**src/tccu_defs.svh**
```systemverilog
`ifndef TCCU_DEFS_SVH
`define TCCU_DEFS_SVH

// Register byte offsets
`define TCCU_OFS_EDGE    8'h00
`define TCCU_OFS_OPTION  8'h04
`define TCCU_OFS_CH0_COMPARE_BUFFER    8'h08
`define TCCU_OFS_CCR1    8'h0C
`define TCCU_OFS_CTRL    8'h10
`define TCCU_OFS_COUNT   8'h14

// Reset values
`define TCCU_RST_BYTE    8'h00
`define TCCU_RST_CCR     16'h0000
`define TCCU_RST_CTRL    10'h000

// Option register fields
`define TCCU_OPT_OVF     0
`define TCCU_OPT_ROLE0   4
`define TCCU_OPT_ROLE1   5

// Timer mode codes
`define TCCU_MD_INTERVAL 3'h0
`define TCCU_MD_EVENT    3'h1
`define TCCU_MD_TRIGGER  3'h2
`define TCCU_MD_ONESHOT  3'h3
`define TCCU_MD_PWM      3'h4
`define TCCU_MD_FREE     3'h5
`define TCCU_MD_WIDTH    3'h6

// Counter limits
`define TCCU_CNT_MAX     16'hFFFF
`define TCCU_CNT_ZERO    16'h0000

// Bus responses
`define TCCU_RESP_OKAY   2'h0
`define TCCU_RESP_SLVERR 2'h2

`endif

```
**src/tccu_pkg.sv**
```systemverilog
package tccu_pkg;

  typedef struct packed {
    logic [1:0] trigEdge;
    logic [1:0] eventEdge;
  } tccu_edge_sel_type;

  typedef struct packed {
    logic [1:0] capEdge1;
    logic [1:0] capEdge0;
    logic       outEn0;
    logic [2:0] mode;
    logic       extEventClkSel;
    logic       countEnable;
  } tccu_ctrl_type;

endpackage

```
**src/tccu_top.sv**
```systemverilog
// Behaviour
// Event edge field 00 off, 01 rising, 10 falling, 11 both edges.
// Trigger edge field decodes the same way on the shared input.
// Software changes edge fields only while counting is disabled.
// Event edges count only with external clock select or mode 001.
// Trigger edges act only in modes 010 and 011.
// Channel 1 role bit: 0 compare, 1 capture, free-running only.
// Channel 0 role bit: 0 compare, 1 capture, free-running only.
// Overflow flag sets on FFFFH to 0000H wrap in free-run or width mode.
// Overflow request pulses with the flag set, only in those modes.
// Overflow flag clears on software write of 0 or count disable.
// Reads keep the flag; writing 1 does nothing.
// Software changes role bits only while counting is disabled.
// Software writes zero to option bits 1 to 3, 6 and 7.
// Channel 0 role: bit in free-run, capture in width, else compare.
// Channel 1 follows the same role scheme with its own bit.
// Both channel registers are 16-bit, whole-word, reset 0000H.
// Channel 0 writes load a compare buffer; match raises request.
// Enabled channel 0 output toggles on every compare match.
// In cycle modes a channel 0 match clears the counter.
// Free-run capture stores the counter on a valid input edge.
// Width mode capture stores the counter and clears it.
// Reads colliding with capture return a consistent value.
// Input pins are synchronised before edge detection.
`timescale 1ns/1ps
`include "tccu_defs.svh"

module tccu_top
  import tccu_pkg::*;
#(
  parameter int ADDR_W = 8
)
(
  input  wire logic              clk_sys,
  input  wire logic              rst,
  input  wire logic              clkEn,
  input  wire logic              countTick,
  input  wire logic              ch0SharedInput,
  input  wire logic              ch1CaptureInput,
  output logic                   ch0TimerOutput,
  output logic                   overflowIrq,
  output logic                   ch0MatchIrq,
  output logic                   ch1MatchIrq,
  output logic                   triggerValid,
  input  wire logic [ADDR_W-1:0] s_axi_awaddr,
  input  wire logic              s_axi_awvalid,
  output logic                   s_axi_awready,
  input  wire logic [31:0]       s_axi_wdata,
  input  wire logic [3:0]        s_axi_wstrb,
  input  wire logic              s_axi_wvalid,
  output logic                   s_axi_wready,
  output logic [1:0]             s_axi_bresp,
  output logic                   s_axi_bvalid,
  input  wire logic              s_axi_bready,
  input  wire logic [ADDR_W-1:0] s_axi_araddr,
  input  wire logic              s_axi_arvalid,
  output logic                   s_axi_arready,
  output logic [31:0]            s_axi_rdata,
  output logic [1:0]             s_axi_rresp,
  output logic                   s_axi_rvalid,
  input  wire logic              s_axi_rready
);

  function automatic logic edgeHit(input logic [1:0] sel,
                                   input logic rise,
                                   input logic fall);
    edgeHit = (sel[0] & rise) | (sel[1] & fall);
  endfunction

  function automatic logic isMapped(input logic [ADDR_W-1:0] a);
    isMapped = (a == ADDR_W'(`TCCU_OFS_EDGE))
             | (a == ADDR_W'(`TCCU_OFS_OPTION))
             | (a == ADDR_W'(`TCCU_OFS_CH0_COMPARE_BUFFER))
             | (a == ADDR_W'(`TCCU_OFS_CCR1))
             | (a == ADDR_W'(`TCCU_OFS_CTRL))
             | (a == ADDR_W'(`TCCU_OFS_COUNT));
  endfunction

  tccu_edge_sel_type edgeSel_q, edgeSel_d;
  tccu_ctrl_type     ctrl_q, ctrl_d;
  logic [15:0]       ch0_compare_buffer_q, ch0_compare_buffer_d, ccr1_q, ccr1_d;
  logic [15:0]       buf0_q, buf0_d, buf1_q, buf1_d;
  logic [15:0]       cnt_q, cnt_d;
  logic              role0_q, role1_q, ovf_q, ovf_d;
  logic              ceDly_q, out0_q, out0_d;
  logic [2:0]        sync0_q, sync1_q;
  logic [ADDR_W-1:0] awAddr_q;
  logic [31:0]       wData_q;
  logic [3:0]        wStrb_q;
  logic              ovfIrq_q, m0Irq_q, m1Irq_q, trigV_q;
  logic              awready_q, wready_q, bvalid_q, arready_q, rvalid_q;
  logic [1:0]        bresp_q, rresp_q;
  logic [31:0]       rdata_q;

  // Bus decode
  wire doWrite   = ~awready_q & ~wready_q & ~bvalid_q;
  wire lowLane   = wStrb_q[0];
  wire fullHalf  = &wStrb_q[1:0];
  wire wrEdge    = doWrite & lowLane
                 & (awAddr_q == ADDR_W'(`TCCU_OFS_EDGE));
  wire wrOption  = doWrite & lowLane
                 & (awAddr_q == ADDR_W'(`TCCU_OFS_OPTION));
  wire wrCcr0    = doWrite & fullHalf
                 & (awAddr_q == ADDR_W'(`TCCU_OFS_CH0_COMPARE_BUFFER));
  wire wrCcr1    = doWrite & fullHalf
                 & (awAddr_q == ADDR_W'(`TCCU_OFS_CCR1));
  wire wrCtrl    = doWrite & lowLane & wStrb_q[1]
                 & (awAddr_q == ADDR_W'(`TCCU_OFS_CTRL));
  wire readTaken = s_axi_arvalid & arready_q;

  // Pin edges on the synchronised copies only
  wire rise0 = sync0_q[1] & ~sync0_q[2];
  wire fall0 = ~sync0_q[1] & sync0_q[2];
  wire rise1 = sync1_q[1] & ~sync1_q[2];
  wire fall1 = ~sync1_q[1] & sync1_q[2];

  // Mode decode
  wire [2:0] md      = ctrl_q.mode;
  wire ce            = ctrl_q.countEnable;
  wire modeFree      = md == `TCCU_MD_FREE;
  wire modeWidth     = md == `TCCU_MD_WIDTH;
  wire modeTrig      = (md == `TCCU_MD_TRIGGER) | (md == `TCCU_MD_ONESHOT);
  wire clearMode     = md <= `TCCU_MD_PWM;
  wire batchMode     = (md == `TCCU_MD_TRIGGER) | (md == `TCCU_MD_PWM);
  wire useEvent      = ctrl_q.extEventClkSel
                     | (md == `TCCU_MD_EVENT);
  wire eventHit      = useEvent
                     & edgeHit(edgeSel_q.eventEdge, rise0, fall0);
  wire trigHit       = ce & modeTrig
                     & edgeHit(edgeSel_q.trigEdge, rise0, fall0);
  wire capRole0      = (modeFree & role0_q) | modeWidth;
  wire capRole1      = (modeFree & role1_q) | modeWidth;
  wire cap0          = ce & capRole0
                     & edgeHit(ctrl_q.capEdge0, rise0, fall0);
  wire cap1          = ce & capRole1
                     & edgeHit(ctrl_q.capEdge1, rise1, fall1);
  wire startPulse    = ce & ~ceDly_q;
  wire tick          = useEvent ? eventHit : countTick;
  wire running       = ce & ~startPulse;
  wire match0        = running & tick & ~capRole0
                     & (cnt_q == buf0_q);
  wire match1        = running & tick & ~capRole1
                     & (cnt_q == buf1_q);
  wire widthClear    = modeWidth & (cap0 | cap1);
  wire matchClear    = match0 & clearMode;
  wire restart       = trigHit | widthClear;
  wire incr          = running & tick & ~restart & ~matchClear;
  wire ovfSet        = incr & (cnt_q == `TCCU_CNT_MAX)
                     & (modeFree | modeWidth);
  wire ovfWriteZero  = wrOption & ~wData_q[`TCCU_OPT_OVF];
  // Counter core kept minimal: tick source, clears and wrap
  always_comb
  begin
    if (!ce)
      cnt_d = `TCCU_CNT_MAX;
    else if (startPulse | restart | matchClear)
      cnt_d = `TCCU_CNT_ZERO;
    else if (incr)
      cnt_d = cnt_q + 16'h0001;
    else
      cnt_d = cnt_q;
  end

  // Set wins over the software clear
  assign ovf_d = ovfSet | (ovf_q & ce & ~ovfWriteZero);
  assign edgeSel_d = wrEdge ? tccu_edge_sel_type'(wData_q[3:0]) : edgeSel_q;
  assign ctrl_d    = wrCtrl ? tccu_ctrl_type'(wData_q[9:0]) : ctrl_q;
  // Capture takes priority over a colliding software write
  assign ch0_compare_buffer_d = cap0 ? cnt_q : (wrCcr0 ? wData_q[15:0] : ch0_compare_buffer_q);
  assign ccr1_d = cap1 ? cnt_q : (wrCcr1 ? wData_q[15:0] : ccr1_q);
  // Anytime modes load the buffer on write, batch modes at cycle end
  assign buf0_d = (startPulse | (wrCcr0 & ~batchMode)
                  | (match0 & batchMode)) ? ch0_compare_buffer_d : buf0_q;
  assign buf1_d = (startPulse | (wrCcr1 & ~batchMode)
                  | (match0 & batchMode)) ? ccr1_d : buf1_q;
  assign out0_d = ~ctrl_q.outEn0 ? 1'b0
                : ((startPulse | match0) ? ~out0_q : out0_q);

  always_ff @(posedge clk_sys or posedge rst)
  begin
    if (rst)
    begin
      sync0_q <= 3'h0;
      sync1_q <= 3'h0;
    end
    else if (clkEn)
    begin
      sync0_q <= {sync0_q[1:0], ch0SharedInput};
      sync1_q <= {sync1_q[1:0], ch1CaptureInput};
    end
  end

  always_ff @(posedge clk_sys or posedge rst)
  begin
    if (rst)
    begin
      edgeSel_q <= tccu_edge_sel_type'(4'h0);
      ctrl_q    <= tccu_ctrl_type'(`TCCU_RST_CTRL);
      role0_q   <= 1'b0;
      role1_q   <= 1'b0;
      ovf_q     <= 1'b0;
    end
    else if (clkEn)
    begin
      edgeSel_q <= edgeSel_d;
      ctrl_q    <= ctrl_d;
      ovf_q     <= ovf_d;
      if (wrOption)
      begin
        role0_q <= wData_q[`TCCU_OPT_ROLE0];
        role1_q <= wData_q[`TCCU_OPT_ROLE1];
      end
    end
  end

  always_ff @(posedge clk_sys or posedge rst)
  begin
    if (rst)
    begin
      ch0_compare_buffer_q  <= `TCCU_RST_CCR;
      ccr1_q  <= `TCCU_RST_CCR;
      buf0_q  <= `TCCU_RST_CCR;
      buf1_q  <= `TCCU_RST_CCR;
      cnt_q   <= `TCCU_CNT_MAX;
      ceDly_q <= 1'b0;
      out0_q  <= 1'b0;
    end
    else if (clkEn)
    begin
      ch0_compare_buffer_q  <= ch0_compare_buffer_d;
      ccr1_q  <= ccr1_d;
      buf0_q  <= buf0_d;
      buf1_q  <= buf1_d;
      cnt_q   <= cnt_d;
      ceDly_q <= ce;
      out0_q  <= out0_d;
    end
  end

  always_ff @(posedge clk_sys or posedge rst)
  begin
    if (rst)
    begin
      ovfIrq_q <= 1'b0;
      m0Irq_q  <= 1'b0;
      m1Irq_q  <= 1'b0;
      trigV_q  <= 1'b0;
    end
    else if (clkEn)
    begin
      ovfIrq_q <= ovfSet;
      m0Irq_q  <= match0;
      m1Irq_q  <= match1;
      trigV_q  <= trigHit;
    end
  end

  // Read mux; channel registers are latched whole in one edge
  logic [31:0] readMux;
  always_comb
  begin
    readMux = 32'h0000_0000;
    case (s_axi_araddr)
      ADDR_W'(`TCCU_OFS_EDGE):   readMux[3:0] = edgeSel_q;
      ADDR_W'(`TCCU_OFS_OPTION):
      begin
        readMux[`TCCU_OPT_OVF]   = ovf_q;
        readMux[`TCCU_OPT_ROLE0] = role0_q;
        readMux[`TCCU_OPT_ROLE1] = role1_q;
      end
      ADDR_W'(`TCCU_OFS_CH0_COMPARE_BUFFER):   readMux[15:0] = ch0_compare_buffer_q;
      ADDR_W'(`TCCU_OFS_CCR1):   readMux[15:0] = ccr1_q;
      ADDR_W'(`TCCU_OFS_CTRL):   readMux[9:0] = ctrl_q;
      ADDR_W'(`TCCU_OFS_COUNT):  readMux[15:0] = ce ? cnt_q : `TCCU_CNT_ZERO;
      default:                   readMux = 32'h0000_0000;
    endcase
  end

  always_ff @(posedge clk_sys or posedge rst)
  begin
    if (rst)
    begin
      awready_q <= 1'b1;
      wready_q  <= 1'b1;
      bvalid_q  <= 1'b0;
      bresp_q   <= `TCCU_RESP_OKAY;
      awAddr_q  <= '0;
      wData_q   <= 32'h0000_0000;
      wStrb_q   <= 4'h0;
    end
    else if (clkEn)
    begin
      if (s_axi_awvalid & awready_q)
      begin
        awAddr_q  <= s_axi_awaddr;
        awready_q <= 1'b0;
      end
      if (s_axi_wvalid & wready_q)
      begin
        wData_q  <= s_axi_wdata;
        wStrb_q  <= s_axi_wstrb;
        wready_q <= 1'b0;
      end
      if (doWrite)
      begin
        bvalid_q <= 1'b1;
        bresp_q  <= isMapped(awAddr_q) ? `TCCU_RESP_OKAY
                                       : `TCCU_RESP_SLVERR;
      end
      if (bvalid_q & s_axi_bready)
      begin
        bvalid_q  <= 1'b0;
        awready_q <= 1'b1;
        wready_q  <= 1'b1;
      end
    end
  end

  always_ff @(posedge clk_sys or posedge rst)
  begin
    if (rst)
    begin
      arready_q <= 1'b1;
      rvalid_q  <= 1'b0;
      rdata_q   <= 32'h0000_0000;
      rresp_q   <= `TCCU_RESP_OKAY;
    end
    else if (clkEn)
    begin
      if (readTaken)
      begin
        rdata_q   <= readMux;
        rresp_q   <= isMapped(s_axi_araddr) ? `TCCU_RESP_OKAY
                                            : `TCCU_RESP_SLVERR;
        rvalid_q  <= 1'b1;
        arready_q <= 1'b0;
      end
      else if (rvalid_q & s_axi_rready)
      begin
        rvalid_q  <= 1'b0;
        arready_q <= 1'b1;
      end
    end
  end

  assign ch0TimerOutput = out0_q;
  assign overflowIrq    = ovfIrq_q;
  assign ch0MatchIrq    = m0Irq_q;
  assign ch1MatchIrq    = m1Irq_q;
  assign triggerValid   = trigV_q;
  assign s_axi_awready  = awready_q;
  assign s_axi_wready   = wready_q;
  assign s_axi_bvalid   = bvalid_q;
  assign s_axi_bresp    = bresp_q;
  assign s_axi_arready  = arready_q;
  assign s_axi_rvalid   = rvalid_q;
  assign s_axi_rdata    = rdata_q;
  assign s_axi_rresp    = rresp_q;
endmodule // tccu_top

```
**config.mk**
```make
export PLATFORM = sky130hd
export DESIGN_NAME = tccu_top
export DESIGN_NICKNAME = d
export VERILOG_FILES = /design/src/tccu_pkg.sv /design/src/tccu_top.sv
export VERILOG_INCLUDE_DIRS = /design/src /design/src/src
export SDC_FILE = /design/constraint.sdc
export NUM_CORES = 1
export LEC_CHECK = 0
export BUFFER_PORTS_ARGS = -buffer_cell sky130_fd_sc_hd__buf_2
export CORE_UTILIZATION = 55
export CTS_BUF_LIST = sky130_fd_sc_hd__clkbuf_2
export CTS_CLUSTER_DIAMETER = 200
export DETAILED_ROUTE_END_ITERATION = 16
export PLACE_DENSITY = 0.76
export SYNTH_ARGS = -nofsm -noshare
export SYNTH_HDL_FRONTEND = slang
export SYNTH_SLANG_ARGS = --single-unit
```
**constraint.sdc**
```tcl
create_clock -name clk_sys -period 5.2 [get_ports clk_sys]
set_input_delay 0.52 -clock clk_sys [delete_from_list [all_inputs] [get_ports clk_sys]]
set_output_delay 0.52 -clock clk_sys [all_outputs]
set_load 0.01 [all_outputs]
```
======== Word-level counts from Yosys, hierarchy flattened ========
Cells that the tools add are included.
operators by class
  mux-type cells .......................... 28
  add/subtract/negate cells ............... 1
  eq/ne operators ......................... 21
  reductions and logical operators ........ 22
  $lt $le $gt $ge ......................... 1
  bitwise gates (word level) .............. 102
operators with widths
  cell                                                                    number
  16-bit 2-to-1 mux                                                       8
  1-bit AND                                                               55
  16-bit equality test                                                    2
  8-bit by 4-bit equality test with 1-bit output (second input constant)  4
  8-bit by 5-bit equality test with 1-bit output (second input constant)  4
  2-bit AND reduction                                                     16
  1-bit OR                                                                30
  6-bit one-hot mux with 3 select lines                                   1
  1-bit NOT                                                               17
  16-bit by 1-bit adder with 16-bit output (second input constant)        1
  16-bit equality test (second input constant)                            1
  8-bit by 3-bit equality test with 1-bit output (second input constant)  2
  8-bit logical NOT                                                       2
  4-bit one-hot mux with 4 select lines                                   1
  3-bit one-hot mux with 5 select lines                                   1
  1-bit 2-to-1 mux                                                        13
  2-bit one-hot mux with 5 select lines                                   1
  3-bit equality test (second input constant)                             3
  2-bit nonzero test                                                      4
  3-bit by 2-bit equality test with 1-bit output (second input constant)  2
  1-bit one-hot mux with 6 select lines                                   1
  2-bit 2-to-1 mux                                                        2
  3-bit by 1-bit equality test with 1-bit output (second input constant)  1
  3-bit <= comparator (second input constant)                             1
  other kinds (2)                                                         2
word-level totals
  logic and storage cells ................. 210
  register bits after elaboration ......... 160
  input bits .............................. 63

======== Longest topological paths before layout ========
Gate-level depths: netlist of run 1.
  depth after elaboration ................. 15
  gate-level depth with buffers ........... 9

======== Worst setup path before layout of run 1 ========
No wires, ideal clock.
  path kind ............................... flip-flop to flip-flop
  start ................................... register cnt_q[5]
  end ..................................... register buf0_q[0]
  data arrival time ....................... 2.441 ns
  slack ................................... 2.635 ns
  stages on the path, launching flop included .. 9
  required time ........................... 5.075 ns
  path through ............................ dfstp_2 buf_2 xnor2_1 nand4_1 nor4_1 a2111oi_4 nor2_4 buf_6 mux2_2
on the way
  word-level cells in the longest chain between the ends .. 5
ends and longest elaborated chain
  what                                  RTL line         text
  start, declared                       tccu_top.sv:83   logic [15:0] cnt_q, cnt_d;
  start signal, assigned                tccu_top.sv:224  cnt_q <= `TCCU_CNT_MAX;
  start signal, assigned                tccu_top.sv:234  cnt_q <= cnt_d;
  16-bit equality test                  tccu_top.sv:141  & (cnt_q == buf0_q);
  1-bit AND                             tccu_top.sv:141
  1-bit AND                             tccu_top.sv:173  | (match0 & batchMode)) ? ch0_compare_buffer_d : buf0_q;
  1-bit OR                              tccu_top.sv:173
  2-bit AND reduction (no source line)  -
  end signal, assigned                  tccu_top.sv:222  buf0_q <= `TCCU_RST_CCR;
  end signal, assigned                  tccu_top.sv:232  buf0_q <= buf0_d;
  end, declared                         tccu_top.sv:82   logic [15:0] buf0_q, buf0_d, buf1_q, buf1_d;
No other way between the ends.
A chain may end at the register's enable or synchronous reset.

======== Worst setup path after layout of run 1 ========
  start ................................... register awAddr_q[1]
  end ..................................... register ccr1_q[15]
on the way
  word-level cells in the longest chain between the ends .. 4
ends and longest elaborated chain
  what                                            RTL line         text
  start, declared                                 tccu_top.sv:87   logic [ADDR_W-1:0] awAddr_q;
  start signal, assigned                          tccu_top.sv:295  awAddr_q <= s_axi_awaddr;
  8-bit by 4-bit equality test with 1-bit output  tccu_top.sv:106  & (awAddr_q == ADDR_W'(`TCCU_OFS_CCR1));
  1-bit AND                                       tccu_top.sv:105  wire wrCcr1 = doWrite & fullHalf
  16-bit 2-to-1 mux (2 in a row)                  tccu_top.sv:170  assign ccr1_d = cap1 ? cnt_q : (wrCcr1 ? wData_q[15:0] : ccr1_q);
  end signal, assigned                            tccu_top.sv:221  ccr1_q <= `TCCU_RST_CCR;
  end signal, assigned                            tccu_top.sv:231  ccr1_q <= ccr1_d;
  end, declared                                   tccu_top.sv:81   logic [15:0] ch0_compare_buffer_q, ch0_compare_buffer_d, ccr1_q, ccr1_d;
No other way between the ends.

==> results of run 1 <==
==> sequential cells by signal, indices dropped and copies added (netlist names), 2 cells and up <==
| signal | count |
|---|---|
| awAddr_q | 8 |
| buf0_q | 16 |
| buf1_q | 16 |
| ccr1_q | 16 |
| ch0_compare_buffer_q | 16 |
| cnt_q | 16 |
| ctrl_q | 6 |
| edgeSel_q | 4 |
| md | 3 |
| s_axi_rdata | 16 |
| sync0_q | 3 |
| sync1_q | 3 |
| wData_q | 16 |
| wStrb_q | 2 |
==> stage by stage <==
step	hold WS (ns)	setup WS, ns	instances	cell area [um2]
3_3_place_gp	0.4590	2.110	1047	8891
2_1_floorplan	0.4702	0.4482	855	8647
4_1_cts	0.01886	2.015	1112	9442
6_report	0.05519	1.918	1113	9444
3_5_place_dp	0.4648	2.063	1047	8891
5_1_grt	0.03616	1.774	1113	9444
==> tightest hold or removal path: stages <==
cell and delay [ns]:
buf_2 0.11, nand2_1 0.06, a32o_1 0.12
==> logic make-up (layout without fill, tap and decap cells) <==
group           after synthesis  in the layout  synth area share (%)
fa+ha+maj                     1              1                0.1457
mux                         117            117                 15.50
other cells                   1             19               0.04369
flops                       158            158                 46.34
buf+inv                     103            172                 6.181
compound gates              186            186                 14.43
xor+xnor                     34             34                 3.469
simple gates                238            238                 13.89
==> metal layers <==
layer | up-vias | routed length, um | track usage [%]
met3 | 43 | 1905 | 6.242
met2 | 336 | 9924 | 42.99
met4 | 0 | 545 | 10.43
met5 | - | 0 | 0
li1 | 3158 | - | -
met1 | 3418 | 9127 | 38.67
==> final cells by class <==
cell class                 instances  area share [%]
inverter                          25           1.047
timing repair buffer             115           8.108
clock inverter                    14           1.378
tap                              188           2.491
clock buffer                      18          0.9539
antenna                            1         0.02650
multi-input combinational        594           43.88
sequential                       158           42.12
==> worst paths after layout <==
| check | start | endpoint | slack [ns] |
|---|---|---|---|
| worst max-delay path | awAddr_q[1] | ccr1_q[15] | 1.92 |
| worst min-delay path | s_axi_awvalid | s_axi_awready | 0.06 |
| worst max register to register | awAddr_q[1] | ccr1_q[15] | 1.92 |
| worst min register to register | s_axi_rdata[2] | s_axi_rdata[2] | 0.51 |
| max in group asynchronous | rst | wData_q[14] | 3.50 |
| min in group asynchronous | rst | wStrb_q[0] | 0.49 |
==> power groups by stage <==
stage                     logic, W  clock network [W]  registers (W)
final                     0.000538           0.000651        0.00173
after global routing      0.000589           0.000709        0.00175
after CTS                 0.000539           0.000667        0.00171
after detailed placement  0.000515                  0        0.00174
after global placement    0.000500                  0        0.00173
after floorplan           0.000470                  0        0.00161
==> synthesized netlist by cell type (3+ instances only) <==
master    count
mux2_2       87
xnor2_1      26
xor2_1        8
o21ai_0      22
nand3b_1      8
a22o_1        4
buf_1         5
dfrtp_1     139
mux2_4       10
buf_4        19
nor3b_1       3
clkbuf_1     28
buf_2        21
o22ai_1      24
nor2_1       76
o211ai_1      9
inv_1        25
mux2i_1      20
nand3_1      16
a31oi_1      40
nand4b_1      3
nor2b_1       3
nand2_1      75
nand4_1      13
buf_6         4
or3_1         4
nand2b_1      3
and3_1        3
nor3_1        8
dfstp_2      19
a222oi_1     10
a22oi_1       7
nor4_1        5
a21oi_1      47
a221oi_1      4
==> run metrics, run 1 <==
worst endpoint data arrival time=around 4.0 ns; Slew HR=24.82%; Core Box Area=around 15000 um2; die area=about 16000 um2; largest net degree at the start of global routing=approximately 110; Hold Crit Class=input port to flop; multi-input logic area=about 4100 um2; WP buf/inv=0; initial antenna violation count=1; Final #Nets=about 1000; GP Congestion=~0.87; peak supply drop=between 0.2 and 0.3 mV; total CTS buffers=17; critical path type=flop to flop; Die W=126.9 um; Post-route DRC=0; initial core utilization=a little under three fifths; clock power share=between 20 and 25%; max-cap violation count=0; vias=between 6000 and 7000; CTS tree=built; Hold Path Cell Cnt=3; Reg area=approximately 4000 um2; Detail Route Antenna Nets=0; top area cells in the synthesized netlist=dfrtp_1 (41%), mux2_2 (11%), dfstp_2 (5.8%); worst slew pin tran=1.123 ns; clk sinks=between 150 and 200; Pwr Density=308.8 nW/um2; gr usage total=27.91%; drt first pass iters=8; Avg Inst Size Synth=roughly 10 um2; Routed WL=around 22000 um; CP max FO=17; post-synth cell types=between 60 and 70; Setup Buffers After CTS=0; Post-Syn Area=between 8000 and 9000 um2; setup TNS=0 ns; Tcrit/Tclk final=about 63%; DRC marker count from the first detailed-route iteration=770; Reg clk slew, reported paths=0.23 ns; Cell Rows=45; Core Util, Final=between 60% and 70%; pins over their slew limit=0; Net Sw Power=between 0.0009 and 0.001 W; crit end category=flop; combinational group share of total power=between 10% and 20%; io pins=~110; Cells after Synth=~840; ys async rst share=100.0%; H-tree depth=4; switching share of power=roughly a third; unrepaired setup endpoints after global routing=no; fillers=around 1300; top cell type's share of synthesized area=40.52%; Top delay family on crit path=simple AND/OR/NAND/NOR gates; CP Depth=6; clock skew=0.03597 ns; Worst-Skew Late Latency=between 0.7 and 0.8 ns; synthesis-stage register bit count=approximately 160; R2R depth=6; status=finished clean; most common cell after layout, fill and taps aside=dfrtp_1; Resized Gates After CTS=0; P_int=0.001936 W; vias in the first global route=around 6400; Most used DFF post-synth=dfrtp_1; Pleak=approximately 4.2 nW; crit-path max cell delay=0.98 ns; Final Setup Violations=0; Synth warnings=0; sequential share of the synthesized area=a little under half; Seq pwr share=between 50 and 60%; grt ovf=0; Worst EP required=around 5.9 ns; crit path launch type=flop; Max Fclk=~300 MHz; CTS root buf=clkbuf_2; PortBufs=72; cell taking the most area after synthesis=dfrtp_1; CTS max path bufs=2; first-pass GRT wire length=around 34000 um; min Tclk post-route=around 3.3 ns; drt wl/cell=slightly below 20 um; Design Power=a little under 0.003 W; Syn-to-layout area delta=10.03%; commonest non-fill, non-tap cells in the layout=dfrtp_1 (139), mux2_2 (87), nor2_1 (76); routed vias/inst=approximately 6.2; layout cells sized above 1=a little over a quarter; Final Hold Viols=0; die height=~130 um; Post-synth EDFFs=0; CTS Hold Bufs=33; post-detail-place hpwl=about 14000 um; slowest cell on the critical path=a21oi_2; crit path cell chain=or4_4 > nor4b_4 > nand4_2 > a21oi_2 > nor2_1 > a21oi_1
Note: power is estimated with default switching activity, not from simulation.
==> run 2: changes to the inputs <==
Clock period 5.2 ns to 3.4 ns, I/O delays scaled along.
==> run metrics, run 2 (same netlist as run 1, synthesis figures left out) <==
min Tclk post-route=2.740 ns (-0.5416 ns); first-pass GRT wire length=36050 um (+4.9%); Core Util, Final=63.91% (+1.8 points); die area=16110 um2 (unchanged); Die W=126.9 um (unchanged); fillers=1214 (-4.0%); Hold Crit Class=input port to flop; drt wl/cell=19.41 um (+0.45%); max layer used=met4; layout cells sized above 1=28.21% (+1.5 points); largest net degree at the start of global routing=84 (-25%); status=finished clean; Worst-Skew Late Latency=0.79 ns (+0.02 ns); Final #Nets=1001 (+2.7%); worst setup path start=awAddr_q[1]; slowest cell on the critical path=or4_4; gr usage total=29.48% (+1.6 points); Cell Rows=45 (unchanged); Reg clk slew, reported paths=0.24 ns (about the same); crit path cell chain=or4_4 > nor4b_4 > and4_1 > nand2_1 > o22ai_1 > a21oi_1; R2R Path Start=awAddr_q[1]; total CTS buffers=17 (unchanged); CTS Hold Bufs=37 (+12%); initial core utilization=56.46% (unchanged); Max Fclk=364.9 MHz (+20%); vias in the first global route=6685 (+3.9%); PortBufs=72 (unchanged); CP Depth=6 (unchanged); Setup Buffers After CTS=0 (unchanged); worst slew pin tran=0.9652 ns (-0.1576 ns); Pwr Density=485.8 nW/um2 (+57%); critical path type=flop to flop; final instance area=9716 um2 (+2.9%); clock skew=0.04672 ns (+0.01076 ns); Top delay family on crit path=simple AND/OR/NAND/NOR gates; M1 WL=9496 um (+4.0%); io pins=109 (unchanged); GP Congestion=0.9094 (+5.0%); CTS root buf=clkbuf_2; CP max FO=16 (-1); Final Setup Violations=0 (unchanged); H-tree depth=4 (unchanged); Detail Route Antenna Nets=0 (unchanged); CTS tree=built; Hold Path Cell Cnt=5 (+2); most common cell after layout, fill and taps aside=dfrtp_1; vias=7001 (+0.66%); unrepaired setup endpoints after global routing=no; Worst EP required=4.08 ns (-1.80 ns); post-detail-place hpwl=15530 um (+9.4%); die height=126.9 um (unchanged); DRC marker count from the first detailed-route iteration=721 (-6.4%); CTS max path bufs=2 (unchanged); max-cap violation count=0 (unchanged); worst endpoint data arrival time=3.42 ns (-0.55 ns); Pleak=4.332 nW (+4.1%); commonest non-fill, non-tap cells in the layout=dfrtp_1 (139), mux2_2 (87), nor2_1 (76); final std cells w/o fill=1138 (+2.2%); placed cells=1069 (+2.1%); Tcrit/Tclk final=80.60% (+17 points); Core Box Area=15200 um2 (unchanged); wire length on met2=9950 um (+0.26%); R2R depth=6 (unchanged); Routed WL=22090 um (+2.7%); hold_sp=clkEn; Final Hold Viols=0 (unchanged); WP buf/inv=0 (unchanged); drt first pass iters=7 (-1); setup TNS=0 ns (unchanged); pins over their slew limit=0 (unchanged); grt ovf=0 (unchanged); Slew HR=35.47% (+11 points); routed vias/inst=6.152 (-1.5%); Syn-to-layout area delta=13.19%; crit path launch type=flop; peak supply drop=0.4354 mV (+54%); placed cell area=9062 um2 (+1.9%); Post-route DRC=0 (unchanged); DR WL met3=2006 um (+5.3%); Resized Gates After CTS=0 (unchanged); clk sinks=158 (unchanged); # diodes=0 (-1); crit-path max cell delay=0.56 ns (-0.42 ns); crit end category=flop; initial antenna violation count=0 (-1)
==> run 2: worst paths after layout <==
kind / slack (ns) / to
setup / recovery: 0.66 / ccr1_q[9]
max in group asynchronous: 2.20 / cnt_q[15]
min in group asynchronous: 0.20 / ccr1_q[4]
setup reg to reg: 0.66 / ccr1_q[9]
hold / removal: 0.08 / ch1MatchIrq
hold reg to reg: 0.51 / s_axi_rdata[14]
==> run 2: worst reg2reg max path: cells and delay by family (launching register included) <==
| family | cells | cell delay [ns] |
|---|---|---|
| AND/OR/NAND/NOR | 4 | 1.81 |
| flip-flops | 1 | 0.43 |
| AO/OA/AOI/OAI | 2 | 0.39 |
==> run 2: metal layers <==
metal,track usage (%),up-vias
li1,-,3194
met4,10.78,0
met5,0,-
met2,44.31,312
met3,8.688,56
met1,40.55,3439
==> run 2: power breakdown <==
group | switching [W] | total, W | internal [W]
Sequential | 0.000448 | 0.00265 | 0.00220
Clock | 0.000705 | 0.00120 | 0.000497
Combinational | 0.000369 | 0.000870 | 0.000501
Total | 0.00152 | 0.00472 | 0.00320
==> run 2: cell type report <==
class	instances	area, um2	share of cell area, %
Clock buffer	19	95.09	0.9788
Clock inverter	13	187.7	1.932
Inverter	25	97.59	1.005
Multi-Input combinational cell	594	4139	42.60
Sequential cell	158	3978	40.94
Tap cell	188	235.2	2.421
Timing Repair Buffer	141	983.4	10.12
==> run 2: stage by stage <==
| stage | hold WS, ns | worst slack (ns) | power, W |
|---|---|---|---|
| 5_1_grt | 0.06079 | 0.5133 | 0.004945 |
| 3_3_place_gp | 0.4571 | 0.7772 | 0.003450 |
| 6_report | 0.07907 | 0.6596 | 0.004720 |
| 2_1_floorplan | 0.4135 | 0.8347 | 0.003180 |
| 4_1_cts | 0.05979 | 0.6966 | 0.004702 |
| 3_5_place_dp | 0.4648 | 0.7567 | 0.003492 |
